<file path="src/common/masc_pkg.sv">
// Shared constants for the multiplexed converter serial control block
package masc_pkg;
  // Converter and input word
  localparam int DATA_BITS = 12;
  localparam int WORD_BITS = 4;
  localparam int WORD_EN_POS = 3;
  localparam int CODE_BITS = 3;
  localparam int CHANNELS_SMALL = 4;
  localparam int CHANNELS_LARGE = 8;
  // Timing at the 25 MHz system clock
  localparam int CLOCK_PERIOD_NS = 40;
  localparam int SWITCH_CLOSE_NS = 1000;
  localparam int SWITCH_CLOSE_CYCLES_RAW = (SWITCH_CLOSE_NS + CLOCK_PERIOD_NS - 1) / CLOCK_PERIOD_NS;
  localparam int SWITCH_CLOSE_CYCLES = (SWITCH_CLOSE_CYCLES_RAW < 1) ? 1 : SWITCH_CLOSE_CYCLES_RAW;
  localparam int DLY_BITS = 8;
  // Shift clock falling edges counted from converter select low
  localparam logic [3:0] NULL_FALL = 4'h1;
  localparam logic [3:0] HOLD_FALL = 4'h2;
  // Register port
  localparam int ADDR_BITS = 4;
  localparam logic [3:0] REG_CTRL_ADDR = 4'h0;
  localparam logic [3:0] REG_STATUS_ADDR = 4'h4;
  localparam logic [3:0] REG_RESULT_ADDR = 4'h8;
  localparam int CTRL_SHARED_POS = 0;
  localparam logic CTRL_RESET = 1'b0;
  localparam int STAT_CHAN_POS = 0;
  localparam int STAT_WORD_POS = 8;
  localparam int STAT_POWER_POS = 12;
  localparam int STAT_BUSY_POS = 13;
  localparam logic [11:0] RESULT_RESET = 12'h000;
  // Converter sequence
  typedef enum logic [1:0] {
    CONV_IDLE,
    CONV_SAMPLE,
    CONV_RUN,
    CONV_REPLAY
  } masc_conv_type;
endpackage : masc_pkg

</file>
<file path="src/design/masc_sar.sv">
// Successive approximation register for the 12-bit converter
`timescale 1ns/100ps
`default_nettype none
module masc_sar #(
  parameter int WIDTH = masc_pkg::DATA_BITS
) (
  // Clock and reset
  input wire logic clock,
  input wire logic rst,
  // Control
  input wire logic start,
  input wire logic step,
  input wire logic abort,
  input wire logic cmp_above,
  // Results
  output logic [WIDTH-1:0] dac_code,
  output logic done
);
  import masc_pkg::*;

  localparam int IDX_BITS = $clog2(WIDTH);

  logic [WIDTH-1:0] code_q, code_d;
  logic [IDX_BITS-1:0] idx_q, idx_d;
  logic busy_q, busy_d;
  logic done_q, done_d;

  if (WIDTH < 2) begin : g_bad_width
    $error("masc_sar: WIDTH must be at least 2");
  end

  always_comb begin
    code_d = code_q;
    idx_d = idx_q;
    busy_d = busy_q;
    done_d = 1'b0;
    if (abort) begin
      busy_d = 1'b0;
    end else if (start) begin
      code_d = '0;
      code_d[WIDTH-1] = 1'b1;
      idx_d = IDX_BITS'(WIDTH - 1);
      busy_d = 1'b1;
    end else if (busy_q && step) begin
      // Keep the trial bit only while the held input is at or above it
      code_d[idx_q] = cmp_above;
      if (idx_q == '0) begin
        busy_d = 1'b0;
        done_d = 1'b1;
      end else begin
        code_d[idx_q - 1'b1] = 1'b1;
        idx_d = idx_q - 1'b1;
      end
    end
  end

  always_ff @(posedge clock) begin
    if (rst) begin
      code_q <= '0;
      idx_q <= '0;
      busy_q <= 1'b0;
      done_q <= 1'b0;
    end else begin
      code_q <= code_d;
      idx_q <= idx_d;
      busy_q <= busy_d;
      done_q <= done_d;
    end
  end

  assign dac_code = code_q;
  assign done = done_q;
endmodule : masc_sar
`default_nettype wire

</file>
<file path="src/design/masc_core.sv">
// Serial control of a multiplexed 12-bit sampling converter
//
// The strobed register port and the placing of the registers were chosen for this implementation.
`timescale 1ns/100ps
`default_nettype none
// Notes on behaviour
// - the three word bits after the enable flag pick the channel.
// - enable low switches all channels off; high turns on the coded channel.
// - four-channel build decodes codes 0..3 only; eight-channel build decodes all.
// - conversion is measured against the negative input, not ground.
// - result is plain unipolar binary, zero volts gives all zeros.
// - on a shared wire the device drives it by the 6th falling edge.
// - multiplexer and converter selects act independently; channel stays loaded.
// - power only while select low; comparator and reference off after conversion.
// - after conversion the result repeats least significant bit first, then zeros.
// - select high keeps the converter off while words shift in.
// - sampling opens after switch delay, closes at second falling edge.
// - that falling edge starts hold and a 12-cycle conversion.
// - sampling lasts at least one and a half shift periods.
// - the enable flag is the first bit of the four-bit word.
// - while select high, bits taken on rising edges; last four kept.
// - data changes on falling edges and is captured on rising edges.
// - one null bit precedes the result on the serial output; here the pin stays low two shift periods before the most significant bit.
module masc_core #(
  parameter int CHANNELS = masc_pkg::CHANNELS_LARGE,
  parameter int SWITCH_CYCLES = masc_pkg::SWITCH_CLOSE_CYCLES
) (
  // Clock and reset
  input wire logic clock,
  input wire logic rst,
  // Serial port from the host
  input wire logic shift_clk,
  input wire logic selector_choose_n,
  input wire logic converter_choose_n,
  input wire logic data_in,
  // Data pin, two-way when the wire is shared
  input wire logic data_pin_in,
  output logic data_pin_out,
  output logic data_pin_oe,
  // Analog front end control
  output logic [CHANNELS-1:0] chan_on,
  output logic sample_on,
  output logic hold_on,
  output logic cap_on_negative,
  output logic bias_power,
  output logic ref_connect,
  output logic [masc_pkg::DATA_BITS-1:0] dac_code,
  input wire logic cmp_above,
  // Register port
  input wire logic [masc_pkg::ADDR_BITS-1:0] reg_addr,
  input wire logic [31:0] reg_wdata,
  input wire logic reg_write,
  input wire logic reg_read,
  output logic [31:0] reg_rdata
);
  import masc_pkg::*;

  if (CHANNELS != CHANNELS_SMALL && CHANNELS != CHANNELS_LARGE) begin : g_bad_channels
    $error("masc_core: CHANNELS must be 4 or 8");
  end
  if (SWITCH_CYCLES < 1 || SWITCH_CYCLES > 255) begin : g_bad_delay
    $error("masc_core: SWITCH_CYCLES must be 1 to 255");
  end

  // Edge detection of the host pins
  logic shift_prev_q, shift_prev_d;
  logic sel_prev_q, sel_prev_d;
  logic conv_prev_q, conv_prev_d;
  // Multiplexer side
  logic [WORD_BITS-1:0] in_word_q, in_word_d;
  logic [WORD_BITS-1:0] chan_word_q, chan_word_d;
  logic [CHANNELS-1:0] chan_on_q, chan_on_d;
  logic [DLY_BITS-1:0] mux_dly_q, mux_dly_d;
  logic mux_wait_q, mux_wait_d;
  // Converter side
  masc_conv_type conv_q, conv_d;
  logic [DLY_BITS-1:0] smp_dly_q, smp_dly_d;
  logic [3:0] falls_q, falls_d;
  logic [3:0] out_idx_q, out_idx_d;
  logic sample_q, sample_d;
  logic hold_q, hold_d;
  logic power_q, power_d;
  logic ref_q, ref_d;
  logic dout_q, dout_d;
  logic doe_q, doe_d;
  logic [DATA_BITS-1:0] result_q, result_d;
  // Registers
  logic shared_q, shared_d;
  logic [31:0] rdata_q, rdata_d;

  logic shift_rise, shift_fall, sel_fall, conv_fall;
  logic serial_bit;
  logic sar_start, sar_step, sar_abort, sar_done;
  logic [DATA_BITS-1:0] sar_code;
  logic [CHANNELS-1:0] decoded;

  assign shift_rise = shift_clk & ~shift_prev_q;
  assign shift_fall = ~shift_clk & shift_prev_q;
  assign sel_fall = sel_prev_q & ~selector_choose_n;
  assign conv_fall = conv_prev_q & ~converter_choose_n;
  // Shared wire takes the word from the data pin itself
  assign serial_bit = shared_q ? data_pin_in : data_in;

  // One decoder leg per channel
  for (genvar ch = 0; ch < CHANNELS; ch++) begin : g_decode
    assign decoded[ch] = chan_word_q[WORD_EN_POS]
      && (chan_word_q[CODE_BITS-1:0] == CODE_BITS'(ch));
  end

  masc_sar #(
    .WIDTH(DATA_BITS)
  ) u_sar (
    .clock(clock),
    .rst(rst),
    .start(sar_start),
    .step(sar_step),
    .abort(sar_abort),
    .cmp_above(cmp_above),
    .dac_code(sar_code),
    .done(sar_done)
  );

  always_comb begin
    shift_prev_d = shift_clk;
    sel_prev_d = selector_choose_n;
    conv_prev_d = converter_choose_n;
    in_word_d = in_word_q;
    chan_word_d = chan_word_q;
    chan_on_d = chan_on_q;
    mux_dly_d = mux_dly_q;
    mux_wait_d = mux_wait_q;
    conv_d = conv_q;
    smp_dly_d = smp_dly_q;
    falls_d = falls_q;
    out_idx_d = out_idx_q;
    sample_d = sample_q;
    hold_d = hold_q;
    power_d = power_q;
    ref_d = ref_q;
    dout_d = dout_q;
    doe_d = doe_q;
    result_d = result_q;
    sar_start = 1'b0;
    sar_step = 1'b0;
    sar_abort = 1'b0;

    // Word shifts in only while the selector select is high
    if (selector_choose_n && shift_rise) begin
      in_word_d = {in_word_q[WORD_BITS-2:0], serial_bit};
    end
    // Break before make: all off, then the new channel after the delay
    if (sel_fall) begin
      chan_word_d = in_word_q;
      chan_on_d = '0;
      mux_dly_d = DLY_BITS'(SWITCH_CYCLES);
      mux_wait_d = 1'b1;
    end else if (mux_wait_q) begin
      if (mux_dly_q > DLY_BITS'(1)) begin
        mux_dly_d = mux_dly_q - 1'b1;
      end else begin
        mux_wait_d = 1'b0;
        chan_on_d = decoded;
      end
    end

    unique case (conv_q)
      CONV_IDLE: begin
        if (conv_fall) begin
          conv_d = CONV_SAMPLE;
          power_d = 1'b1;
          ref_d = 1'b1;
          smp_dly_d = DLY_BITS'(SWITCH_CYCLES);
          falls_d = '0;
        end
      end
      CONV_SAMPLE: begin
        if (smp_dly_q != '0) begin
          smp_dly_d = smp_dly_q - 1'b1;
        end else if (falls_q < HOLD_FALL) begin
          sample_d = 1'b1;
        end
        if (shift_fall) begin
          falls_d = falls_q + 1'b1;
          if (falls_q + 1'b1 == NULL_FALL) begin
            doe_d = 1'b1;
            dout_d = 1'b0;
          end
          // Second falling edge is a full period plus the half before it
          if (falls_q + 1'b1 == HOLD_FALL) begin
            sample_d = 1'b0;
            hold_d = 1'b1;
            sar_start = 1'b1;
            conv_d = CONV_RUN;
          end
        end
      end
      CONV_RUN: begin
        if (shift_fall) begin
          sar_step = 1'b1;
          dout_d = cmp_above;
        end
        if (sar_done) begin
          result_d = sar_code;
          power_d = 1'b0;
          ref_d = 1'b0;
          hold_d = 1'b0;
          out_idx_d = 4'h1;
          conv_d = CONV_REPLAY;
        end
      end
      CONV_REPLAY: begin
        // Bit 0 already sits on the pin; replay continues from bit 1
        if (shift_fall) begin
          if (out_idx_q < 4'(DATA_BITS)) begin
            dout_d = result_q[out_idx_q];
            out_idx_d = out_idx_q + 1'b1;
          end else begin
            dout_d = 1'b0;
          end
        end
      end
    endcase

    // Select high ends the exchange at once and keeps the converter off
    if (converter_choose_n) begin
      conv_d = CONV_IDLE;
      power_d = 1'b0;
      ref_d = 1'b0;
      sample_d = 1'b0;
      hold_d = 1'b0;
      doe_d = 1'b0;
      dout_d = 1'b0;
      sar_abort = 1'b1;
    end
  end

  // Register port: one control bit, status and the last result
  always_comb begin
    shared_d = shared_q;
    rdata_d = '0;
    if (reg_write && reg_addr == REG_CTRL_ADDR) begin
      shared_d = reg_wdata[CTRL_SHARED_POS];
    end
    if (reg_read) begin
      unique case (reg_addr)
        REG_CTRL_ADDR: rdata_d[CTRL_SHARED_POS] = shared_q;
        REG_STATUS_ADDR: begin
          rdata_d[STAT_CHAN_POS +: CHANNELS] = chan_on_q;
          rdata_d[STAT_WORD_POS +: WORD_BITS] = chan_word_q;
          rdata_d[STAT_POWER_POS] = power_q;
          rdata_d[STAT_BUSY_POS] = (conv_q != CONV_IDLE);
        end
        REG_RESULT_ADDR: rdata_d[DATA_BITS-1:0] = result_q;
        default: rdata_d = '0;
      endcase
    end
  end

  always_ff @(posedge clock) begin
    if (rst) begin
      shift_prev_q <= 1'b0;
      sel_prev_q <= 1'b1;
      conv_prev_q <= 1'b1;
      in_word_q <= '0;
      chan_word_q <= '0;
      chan_on_q <= '0;
      mux_dly_q <= '0;
      mux_wait_q <= 1'b0;
      conv_q <= CONV_IDLE;
      smp_dly_q <= '0;
      falls_q <= '0;
      out_idx_q <= '0;
      sample_q <= 1'b0;
      hold_q <= 1'b0;
      power_q <= 1'b0;
      ref_q <= 1'b0;
      dout_q <= 1'b0;
      doe_q <= 1'b0;
      result_q <= RESULT_RESET;
      shared_q <= CTRL_RESET;
      rdata_q <= '0;
    end else begin
      shift_prev_q <= shift_prev_d;
      sel_prev_q <= sel_prev_d;
      conv_prev_q <= conv_prev_d;
      in_word_q <= in_word_d;
      chan_word_q <= chan_word_d;
      chan_on_q <= chan_on_d;
      mux_dly_q <= mux_dly_d;
      mux_wait_q <= mux_wait_d;
      conv_q <= conv_d;
      smp_dly_q <= smp_dly_d;
      falls_q <= falls_d;
      out_idx_q <= out_idx_d;
      sample_q <= sample_d;
      hold_q <= hold_d;
      power_q <= power_d;
      ref_q <= ref_d;
      dout_q <= dout_d;
      doe_q <= doe_d;
      result_q <= result_d;
      shared_q <= shared_d;
      rdata_q <= rdata_d;
    end
  end

  assign data_pin_out = dout_q;
  assign data_pin_oe = doe_q;
  assign chan_on = chan_on_q;
  assign sample_on = sample_q;
  assign hold_on = hold_q;
  // Capacitor bottom plate goes to the negative input during hold
  assign cap_on_negative = hold_q;
  assign bias_power = power_q;
  assign ref_connect = ref_q;
  assign dac_code = sar_code;
  assign reg_rdata = rdata_q;
endmodule : masc_core
`default_nettype wire

</file>
<file path="config.mk">
export PLATFORM = sky130hd
export DESIGN_NAME = masc_core
export DESIGN_NICKNAME = d
export VERILOG_FILES = /design/src/common/masc_pkg.sv /design/src/design/masc_sar.sv /design/src/design/masc_core.sv
export SDC_FILE = /design/constraint.sdc
export NUM_CORES = 1
export LEC_CHECK = 0
export BUFFER_PORTS_ARGS = -buffer_cell sky130_fd_sc_hd__buf_2
export CELL_PAD_IN_SITES_DETAIL_PLACEMENT = 1
export CELL_PAD_IN_SITES_GLOBAL_PLACEMENT = 2
export CORE_MARGIN = 2
export CORE_UTILIZATION = 33
export CTS_BUF_LIST = sky130_fd_sc_hd__clkbuf_4
export DETAILED_ROUTE_END_ITERATION = 8
export PLACE_DENSITY = 0.78
export SLEW_MARGIN = 20
export SYNTH_ARGS = -nofsm -noshare
export SYNTH_HDL_FRONTEND = slang
export SYNTH_SLANG_ARGS = --single-unit
export TNS_END_PERCENT = 20
</file>
<file path="constraint.sdc">
create_clock -name clock -period 2.5 [get_ports clock]
set_clock_uncertainty 0.2 [all_clocks]
set_input_delay 0.375 -clock clock [delete_from_list [all_inputs] [get_ports clock]]
set_output_delay 0.375 -clock clock [all_outputs]
set_load 0.02 [all_outputs]
</file>
-- Yosys cells after proc, flatten, opt, wreduce, memory -nomap -nowiden
Cells that the tools add are included.
- add/sub/neg operators: 5
- $lt $le $gt $ge: 8
- equal/unequal tests: 24
- multiplexer cells: 63
- bitwise operators: 14
- reductions and logical operators: 50
- operator list (cell ; number):
    12-bit two-way mux ; 3
    4-bit two-way mux ; 8
    1-bit two-way mux ; 30
    11-bit case mux with 2 select lines ; 1
    2-bit inequality test, second input constant ; 9
    2-bit nonzero test ; 9
    8-bit two-way mux ; 2
    4-bit case mux with 2 select lines ; 2
    8-bit case mux with 2 select lines ; 1
    8-bit by 1-bit subtractor with 8-bit output, second input constant ; 2
    4-bit by 5-bit < comparator with 1-bit output, second input constant ; 3
    5-bit two-way mux ; 3
    3-bit AND reduction ; 5
    1-bit logical AND ; 13
    12-bit bitwise mux ; 1
    3-bit == test, second input constant ; 4
    12-bit bitwise OR ; 1
    2-bit AND reduction ; 6
    5-bit AND reduction ; 2
    1-bit NOT ; 9
    4-bit by 1-bit adder with 4-bit output, second input constant ; 2
    1-bit demux with 4-bit select ; 2
    4-bit by 1-bit >= comparator with 1-bit output, second input constant ; 2
    8-bit by 1-bit greater-than comparator with 1-bit output, second input constant ; 1
    27 further kinds ; 43
- register bits after elaboration: 114
- output and inout bits: 59
- word-level logic and storage cells: 191

-- Depth between registers and ports, before layout
Gate-level depths: netlist (run 1).
- word-level depth: 9
- gate-level depth with buffers: 9

-- Modules after synthesis
Synthesis (run 1) repeated with hierarchy kept, for this count alone.
- cells, all modules: 566
- area total of the unflattened synthesis: 4943.5 um2
- modules (own cells, without submodules) (module ; times used ; cells an instance ; area an instance (um2)):
    masc_core ; 1 ; 412 ; 3726.1
    masc_sar ; 1 ; 154 ; 1217.4

-- Least setup slack after synthesis (run 1)
OpenSTA, ideal clock, no wires.
- path kind: register to register
- from: register falls_q[0]
- to: register u_sar.code_q[4] (netlist: u_sar.dac_code[4])
- library setup time: 0.073 ns
- arrival: 1.803 ns
- slack: 0.424 ns
- cell stages (with the launch flop): 8
- path through: dfxtp_1 ha_1 and2_4 a211oi_4 nor3_2 or3_1 buf_6 o22ai_2
- longest elaborated chain between the ends: 7
- elaborated cells between the ends (all ways): 8
- ends and longest elaborated chain (element ; line ; RTL):
    start, declared ; masc_core.sv:78 ; logic [3:0] falls_q, falls_d;
    start signal, assigned ; masc_core.sv:293 ; falls_q <= falls_d;
    4-bit by 1-bit adder with 4-bit output * ; masc_core.sv:189 ; if (falls_q + 1'b1 == HOLD_FALL) begin
    4-bit by 2-bit == test with 1-bit output * ; masc_core.sv:189 ;
    1-bit two-way mux * ; masc_core.sv:189 ;
    1-bit two-way mux * ; masc_core.sv:182 ; if (shift_fall) begin
    1-bit two-way mux * ; masc_core.sv:166 ; unique case (conv_q)
    2-bit nonzero test (no line) ; - ;
    2-bit AND reduction (no line) ; - ;
    end signal, assigned ; masc_sar.sv:64 ; code_q <= code_d;
    end, declared ; masc_sar.sv:23 ; logic [WIDTH-1:0] code_q, code_d;
Mark *: on every way between the ends. The rest lies on a longest branch, timed or not.
A chain may end at the register's enable or synchronous reset.

-- Final worst setup path (run 1)
- from: input reg_addr[1] (netlist bit)
- to: register shared_q
- longest elaborated chain between the ends: 2
- ends and longest elaborated chain (element ; line ; RTL):
    start, declared ; masc_core.sv:50 ; input wire logic [masc_pkg::ADDR_BITS-1:0] reg_addr,
    4-bit logical NOT ; masc_core.sv:241 ; if (reg_write && reg_addr == REG_CTRL_ADDR) begin
    1-bit logical AND ; masc_core.sv:241 ;
    end signal, assigned ; masc_core.sv:302 ; shared_q <= shared_d;
    end, declared ; masc_core.sv:88 ; logic shared_q, shared_d;
Every way passes these cells.

==> metrics.log, run 1 <==
[metrics] share of power burned in combinational logic: 0.130
[metrics] total CTS buffers: 9
[metrics] number of global-route vias before repair: 4245
[metrics] part of the total power dissipated in the clock network: 0.291
[metrics] library cell occupying the most area in the post-synthesis netlist: dfxtp_1
[metrics] first-pass iteration count of the detailed router: 4
[metrics] signed area change from the synthesized netlist to the final layout: 13.47%
[metrics] maximum buffer depth of the clock tree: 2
[metrics] Max Transition Viols Final: 0
[metrics] register area share after synthesis: 0.3979
[metrics] final period demand of the worst path: 2.463 ns
[metrics] sequential cell fraction of total power: 0.580
[metrics] finished layout cell area: 5480 sq um
[metrics] drt drc: 0
[metrics] async set-reset flop share out of synthesis: 0
[metrics] post-synth cell types: 65
[metrics] global-route congestion overflow total: 0
[metrics] wire per inst: 16.35 um
[metrics] aggregate negative setup slack: 0 ns
[metrics] critical path launch point type: input pin
[metrics] Crit. End Element: flip-flop
[metrics] total power per unit cell area: 504.7 nW/um^2
[metrics] effective utilization at floorplan: 0.3348
[metrics] kind of path behind the tightest hold check: input pin to flip-flop
[metrics] area inside the core boundary: 14420 sq um
[metrics] minimum setup slack among reg-to-reg paths: 0.16 ns
[metrics] launch instance of the worst register-to-register path: falls_q[1]
[metrics] TritonCTS sink count: 96
[metrics] Tot GR Track Use: 0.1711
[metrics] ratio of final minimum period to clock period: 0.9850
[metrics] maximum VDD drop: 0.1766 mV
[metrics] start point of the worst hold path: converter_choose_n
[metrics] Detail Placement HPWL: 9587 um
[metrics] die area: 15620 sq um
[metrics] Gate Count Post-Synth: 561
[metrics] most common cell in the netlist: dfxtp_1
[metrics] standard-cell rows: 44
[metrics] height of the die: 125.0 um
[metrics] die width: 125.0 um
[metrics] htree depth: 3
[metrics] top cells by area in the synthesized netlist: dfxtp_1 40%, ha_1 4.7%, nand2_1 4.7%
[metrics] average instance area after synthesis: 8.609 sq um
[metrics] total of max-cap violations: 0
[metrics] Lkg Pwr: 2.132 nW
[metrics] number of top-level pins: 105
[metrics] area share of the largest cell type after synthesis: 0.3979
[metrics] critical path class: input pin to flip-flop
[metrics] maximum fanout along the worst path: 2
[metrics] Sw Ratio: 0.3050
[metrics] Worst Max-Slew Pin Slew: 0.6564 ns
[metrics] post-CTS setup-driven buffer insertion count: 0
[metrics] number of synthesized flops with an enable pin: 0
[metrics] Reg clk slew, reported paths: 0.17 ns
[metrics] synthesized cell area: 4830 sq um
[metrics] Max Fclk: 406.1 MHz
[metrics] required time at the worst-slack endpoint: 2.73 ns
[metrics] status: completed
[metrics] sw power: 0.8435 mW
[metrics] Cell Area, Placed: 5264 sq um
[metrics] final RePlAce weighted congestion: 0.7827
[metrics] worst slack, placed: 0.1597 ns
[metrics] cell-internal power: 1.922 mW
[metrics] via/cell ratio: 5.226
[metrics] worst relative slew slack: 0.5618
[metrics] maximum number of pins on one net before global-route repair: 37
[metrics] antenna violations before repair: 0
[metrics] fraction of layout cells with a size suffix above 1: 0.1795
[metrics] Worst setup startpoint: reg_addr[1]
[metrics] most frequently used flop master after synthesis: dfxtp_1
[metrics] final wirelength: 13210 um
[metrics] number of diodes: 0
[metrics] Final setup viols: 0
[metrics] global-route wire length before repair: 21950 um
[metrics] synth warn: 0
[metrics] routed vias: 4223
[metrics] TritonCTS clock tree: yes
[metrics] count of nets left with antenna violations after detail routing: 0
[metrics] final number of hold-violating endpoints: 0
[metrics] Worst-Skew Late Latency: 0.49 ns
[metrics] setup slack of the critical path after layout: 0.03748 ns
[metrics] Data arrival, critical path: 2.70 ns
[metrics] Iteration-0 DRC Markers: 225
[metrics] Final nets: 683
[metrics] Power Total: 2.766 mW
[metrics] Commonest cells post-synth: 96 x dfxtp_1, 60 x nand2_1, 54 x nor2_1, 44 x a21oi_1, 22 x buf_4
[metrics] Clock Tree Root: clkbuf_4
[metrics] count of state elements after synthesis: 96
[metrics] number of buffers inserted by port buffering: 55
[worst max-delay path: stages]
cell and delay (ns):
dlygate4sd3_1 0.54, buf_2 0.15, nor4_4 0.29, nand3_1 0.10, dlygate4sd3_1 0.56, a21oi_1 0.12
dlygate4sd3_1 0.55
[sequential cells by signal (all words and copies together), names as in the netlist, 2 cells and up]
signal	cells
u_sar.idx_q	4
in_word_q	4
reg_rdata	14
result_q	12
smp_dly_q	8
mux_dly_q	8
falls_q	4
conv_q	2
chan_on	8
out_idx_q	4
u_sar.dac_code	12
chan_word_q	4
[worst paths after layout]
kind / endpoint / depth (start not counted)
hold / removal: u_sar.dac_code[7] / 3
setup reg to reg: u_sar.dac_code[0] / 7
setup / recovery: shared_q / 7
hold reg to reg: result_q[6] / 2
[power groups by stage]
stage	logic (mW)	clock network [mW]	registers (mW)
floorplan	0.271	0	1.63
global placement	0.335	0	1.63
detailed placement	0.347	0	1.64
CTS	0.356	0.845	1.60
global route	0.401	0.902	1.61
finish	0.358	0.804	1.60
[layout by cell type, fill, tap and decap left out, types with 5 or more instances in the layout]
| cell | instances |
|---|---|
| dfxtp_1 | 96 |
| nand2_1 | 60 |
| buf_2 | 55 |
| nor2_1 | 54 |
| a21oi_1 | 44 |
| ha_1 | 18 |
| conb_1 | 18 |
| buf_4 | 18 |
| inv_1 | 17 |
| nand3_1 | 16 |
| o21ai_0 | 16 |
| nor3_1 | 15 |
| nand2b_1 | 12 |
| a22o_1 | 12 |
| mux2i_1 | 11 |
| nor4_1 | 10 |
| o22ai_2 | 9 |
| clkbuf_4 | 9 |
| xor2_1 | 8 |
| dlygate4sd3_1 | 8 |
| nor2b_1 | 7 |
| nand4_1 | 6 |
| and2_1 | 6 |
| a31oi_1 | 6 |
| or3_1 | 6 |
| a22oi_1 | 5 |
| o31ai_1 | 5 |
| a32oi_1 | 5 |
| xnor2_1 | 5 |
[stage by stage]
step,cells,utilization,hold slack (ns)
global route,808,0.3799,0.08830
detailed placement,784,0.3649,0.2712
CTS,808,0.3789,0.03280
global placement,784,0.3649,0.2618
finish,808,0.3799,0.08891
floorplan,578,-,0.2458
[repair_timing]
action	4_1_cts	5_1_grt
resized for setup	0	2
hold buffers	8	0
hold endpoints to repair	4	0
endpoints found under the setup margin	0	1
[area by class of cell]
type / instances / area, sq um
clock buffer: 9 / 67.56
clock inverter: 7 / 53.80
fill: 1732 / 8944
inverter: 18 / 67.56
multi-input combinational: 412 / 2629
sequential: 96 / 1922
tap: 184 / 230.2
timing repair buffer: 82 / 510.5
[logic make-up (layout without fill, tap and decap cells)]
logic type | after synthesis | in the layout | synth area share
flops | 96 | 96 | 0.3979
xor+xnor | 13 | 13 | 0.02358
other cells | 1 | 18 | 0.0007765
mux | 14 | 14 | 0.03679
fa+ha+maj | 18 | 18 | 0.04663
simple gates | 215 | 215 | 0.2215
compound gates | 134 | 134 | 0.1987
buf+inv | 70 | 116 | 0.07409
[layer usage]
metal / vias up / GRT usage / part of all wire / wire (um)
met4: 0 / 0.06078 / 0.015 / 195
li1: 2079 / - / - / -
met2: 61 / 0.2813 / 0.47 / 6259
met3: 12 / 0.02567 / 0.031 / 406
met1: 2071 / 0.2294 / 0.48 / 6346
met5: - / 0 / 0 / 0
Note: power is estimated with default switching activity, not from simulation.
==> run 2, diff against run 1 <==
- CORE_UTILIZATION: 33 -> 36
- PLACE_DENSITY: 0.78 -> 0.84
- clock period: 2.5 -> 3.11 ns (I/O delays scaled with it)
==> run 2 against run 1 <==
Net effect:
- clock power fell by 12%
- worst setup slack gained 0.52 ns
- hold slack got worse by 0.045 ns
- final cell count shrank 3.2%
- wire length is 5.5% lower
- die area fell by 8.1%
- sequential share of layout area increased by 1.1 points
- clock-buffer cell count stayed put
- sequential cell count is the same
- via count fell by 2.0%
- first-iteration DRC count fell by 29%
- critical path type is now flip-flop to flip-flop
- critical endpoint is now u_sar.dac_code[0]
==> metrics.log, run 2 (same netlist as run 1, synthesis figures left out) <==
[metrics] status: completed
[metrics] effective utilization at floorplan: 0.3662 (+0.03132)
[metrics] required time at the worst-slack endpoint: 3.28 ns (+0.55 ns)
[metrics] cell-by-cell trace of the critical path: inv_1, ha_1, nand3_1, or3_1, o21bai_1, buf_4, and3b_1
[metrics] number of top-level pins: 105 (unchanged)
[metrics] Final nets: 665 (-2.6%)
[metrics] routed vias: 4139 (-2.0%)
[metrics] most frequent standard cell in the layout excluding fill and tap cells: dfxtp_1
[metrics] Slowest-stage cell, CP: ha_1
[metrics] sw power: 0.6488 mW (-23%)
[metrics] maximum fanout along the worst path: 14 (+12)
[metrics] leading cell types in the layout, fill and taps excluded: 96 x dfxtp_1, 60 x nand2_1, 55 x buf_2, 54 x nor2_1, 44 x a21oi_1
[metrics] htree depth: 3 (unchanged)
[metrics] Max Transition Viols Final: 0 (unchanged)
[metrics] cell-internal power: 1.609 mW (-16%)
[metrics] Max Fclk: 391.8 MHz
[metrics] Reg clk slew, reported paths: 0.16 ns (about the same)
[metrics] sequential cell fraction of total power: 0.571 (-0.009)
[metrics] maximum buffer depth of the clock tree: 2 (unchanged)
[metrics] start point of the worst hold path: reg_wdata[0]
[metrics] maximum number of pins on one net before global-route repair: 52 (+41%)
[metrics] number of buffers inserted by port buffering: 55 (unchanged)
[metrics] Lkg Pwr: 2.052 nW (-3.8%)
[metrics] Data arrival, critical path: 2.73 ns (+0.03 ns)
[metrics] standard-cell rows: 42 (-4.5%)
[metrics] Iteration-0 DRC Markers: 160 (-29%)
[metrics] setup repair after global routing missed its margin: false
[metrics] cell family with most CP delay: simple AND/OR/NAND/NOR gates
[metrics] die width: 119.8 um (-4.1%)
[metrics] TritonCTS clock tree: yes
[metrics] part of the total power dissipated in the clock network: 0.313 (+0.022)
[metrics] via/cell ratio: 5.293 (+1.3%)
[metrics] total of max-cap violations: 0 (unchanged)
[metrics] signed area change from the synthesized netlist to the final layout: 10.00%
[metrics] launch instance of the worst register-to-register path: conv_q[1]
[metrics] Tot GR Track Use: 0.1775 (+0.006409)
[metrics] Final setup viols: 0 (unchanged)
[metrics] final number of hold-violating endpoints: 0 (unchanged)
[metrics] drt drc: 0 (unchanged)
[metrics] fraction of layout cells with a size suffix above 1: 0.1667 (-0.01282)
[metrics] final period demand of the worst path: 2.552 ns
[metrics] number of standard cells in the final layout excluding fillers: 782 (-3.2%)
[metrics] total power per unit cell area: 425.0 nW/um^2 (-16%)
[metrics] # placed instances: 765 (-2.4%)
[metrics] Detail Placement HPWL: 9221 um (-3.8%)
[metrics] kind of path behind the tightest hold check: input pin to flip-flop
[metrics] number of global-route vias before repair: 4086 (-3.7%)
[metrics] final RePlAce weighted congestion: 0.8336 (+6.5%)
[metrics] global-route congestion overflow total: 0 (unchanged)
[metrics] area inside the core boundary: 13190 sq um (-8.6%)
[metrics] critical path class: flip-flop to flip-flop
[metrics] Clock Tree Root: clkbuf_4
[metrics] Worst-Skew Late Latency: 0.46 ns (-0.03 ns)
[metrics] Critical Path Max Stage Delay: 0.50 ns (-0.06 ns)
[metrics] Worst setup startpoint: conv_q[1]
[metrics] ratio of final minimum period to clock period: 0.8207
[metrics] die area: 14360 sq um (-8.1%)
[metrics] wire per inst: 15.96 um (-2.3%)
[metrics] worst relative slew slack: 0.5534 (-0.008361)
[metrics] combined buffer and inverter count along the critical path: 2 (-2)
[metrics] Post-CTS Hold Buffers: 1 (-7)
[metrics] share of power burned in combinational logic: 0.116 (-0.014)
[metrics] aggregate negative setup slack: 0 ns (unchanged)
[metrics] Worst Max-Slew Pin Slew: 0.6637 ns (+0.007318 ns)
[metrics] number of flip-flops under the largest register name: 14 (unchanged)
[metrics] first-pass iteration count of the detailed router: 4 (unchanged)
[metrics] number of resized instances in the post-cts repair step: 0 (unchanged)
[metrics] maximum VDD drop: 0.1330 mV (-25%)
[metrics] antenna violations before repair: 0 (unchanged)
[metrics] height of the die: 119.8 um (-4.1%)
[metrics] post-CTS setup-driven buffer insertion count: 0 (unchanged)
[metrics] Crit. End Element: flip-flop
[metrics] Sw Ratio: 0.2873 (-0.01765)
[metrics] total CTS buffers: 9 (unchanged)
[metrics] final wirelength: 12480 um (-5.5%)
[metrics] global-route wire length before repair: 20470 um (-6.7%)
[metrics] TritonCTS sink count: 96 (unchanged)
[metrics] critical path launch point type: flip-flop
[metrics] Post-Route Utilization: 0.4028 (+0.02283)
[metrics] count of nets left with antenna violations after detail routing: 0 (unchanged)
[metrics] number of diodes: 0 (unchanged)
[run 2: changes by cell type in the layout (fill, tap and decap cells not counted)]
| cell | before | now |
|---|---|---|
| clkinv_1 | 2 | 1 |
| buf_4 | 18 | 8 |
| nor4_1 | 10 | 11 |
| buf_12 | 1 | 0 |
| nor4_4 | 1 | 0 |
| dlygate4sd3_1 | 8 | 1 |
| bufinv_16 | 0 | 1 |
| clkinvlp_4 | 0 | 1 |
| inv_6 | 2 | 4 |
| inv_8 | 1 | 0 |
| clkinv_4 | 2 | 0 |
[run 2: metrics by stage]
stage	total power, mW	setup slack [ns]	hold WS [ns]	cell area, sq um
floorplan	1.527	1.034	0.2458	4893
CTS	2.288	0.5529	0.01263	5313
global route	2.379	0.3770	0.04910	5313
global placement	1.563	0.6315	0.2630	5159
finish	2.258	0.5576	0.04417	5313
detailed placement	1.576	0.5845	0.2710	5159
[run 2: power by group through the flow]
stage / sequential [mW] / clock, mW / combinational [mW]
floorplan: 1.31 / 0 / 0.218
global placement: 1.31 / 0 / 0.250
detailed placement: 1.31 / 0 / 0.261
CTS: 1.29 / 0.736 / 0.263
global route: 1.30 / 0.789 / 0.295
finish: 1.29 / 0.707 / 0.263
[run 2: worst register-to-register path: stages, from the launching register on]
cell      delay [ns]
dfxtp_1         0.36
inv_1           0.16
ha_1            0.50
nand3_1         0.19
or3_1           0.45
o21bai_1        0.17
buf_4           0.23
and3b_1         0.20
[run 2: final cells by class]
| type | count | area, sq um |
|---|---|---|
| Clock buffer | 9 | 67.56 |
| Clock inverter | 7 | 76.32 |
| Fill cell | 1600 | 7878 |
| Inverter | 18 | 67.56 |
| Multi-Input combinational cell | 412 | 2614 |
| Sequential cell | 96 | 1922 |
| Tap cell | 176 | 220.2 |
| Timing Repair Buffer | 64 | 345.3 |
[run 2: path summary, 6_finish.rpt]
| path | endpoint | slack (ns) | cells after the start |
|---|---|---|---|
| max reg2reg | u_sar.dac_code[0] | 0.56 | 7 |
| min | shared_q | 0.04 | 3 |
| min reg2reg | result_q[1] | 0.29 | 2 |
| max | u_sar.dac_code[0] | 0.56 | 7 |
[run 2: per-layer routing]
metal / GRT usage / vias up / wire, um
li1: - / 2046 / -
met1: 0.2330 / 1987 / 5929
met2: 0.3000 / 88 / 5930
met3: 0.02519 / 18 / 431
met4: 0.05882 / 0 / 193
met5: 0 / - / 0
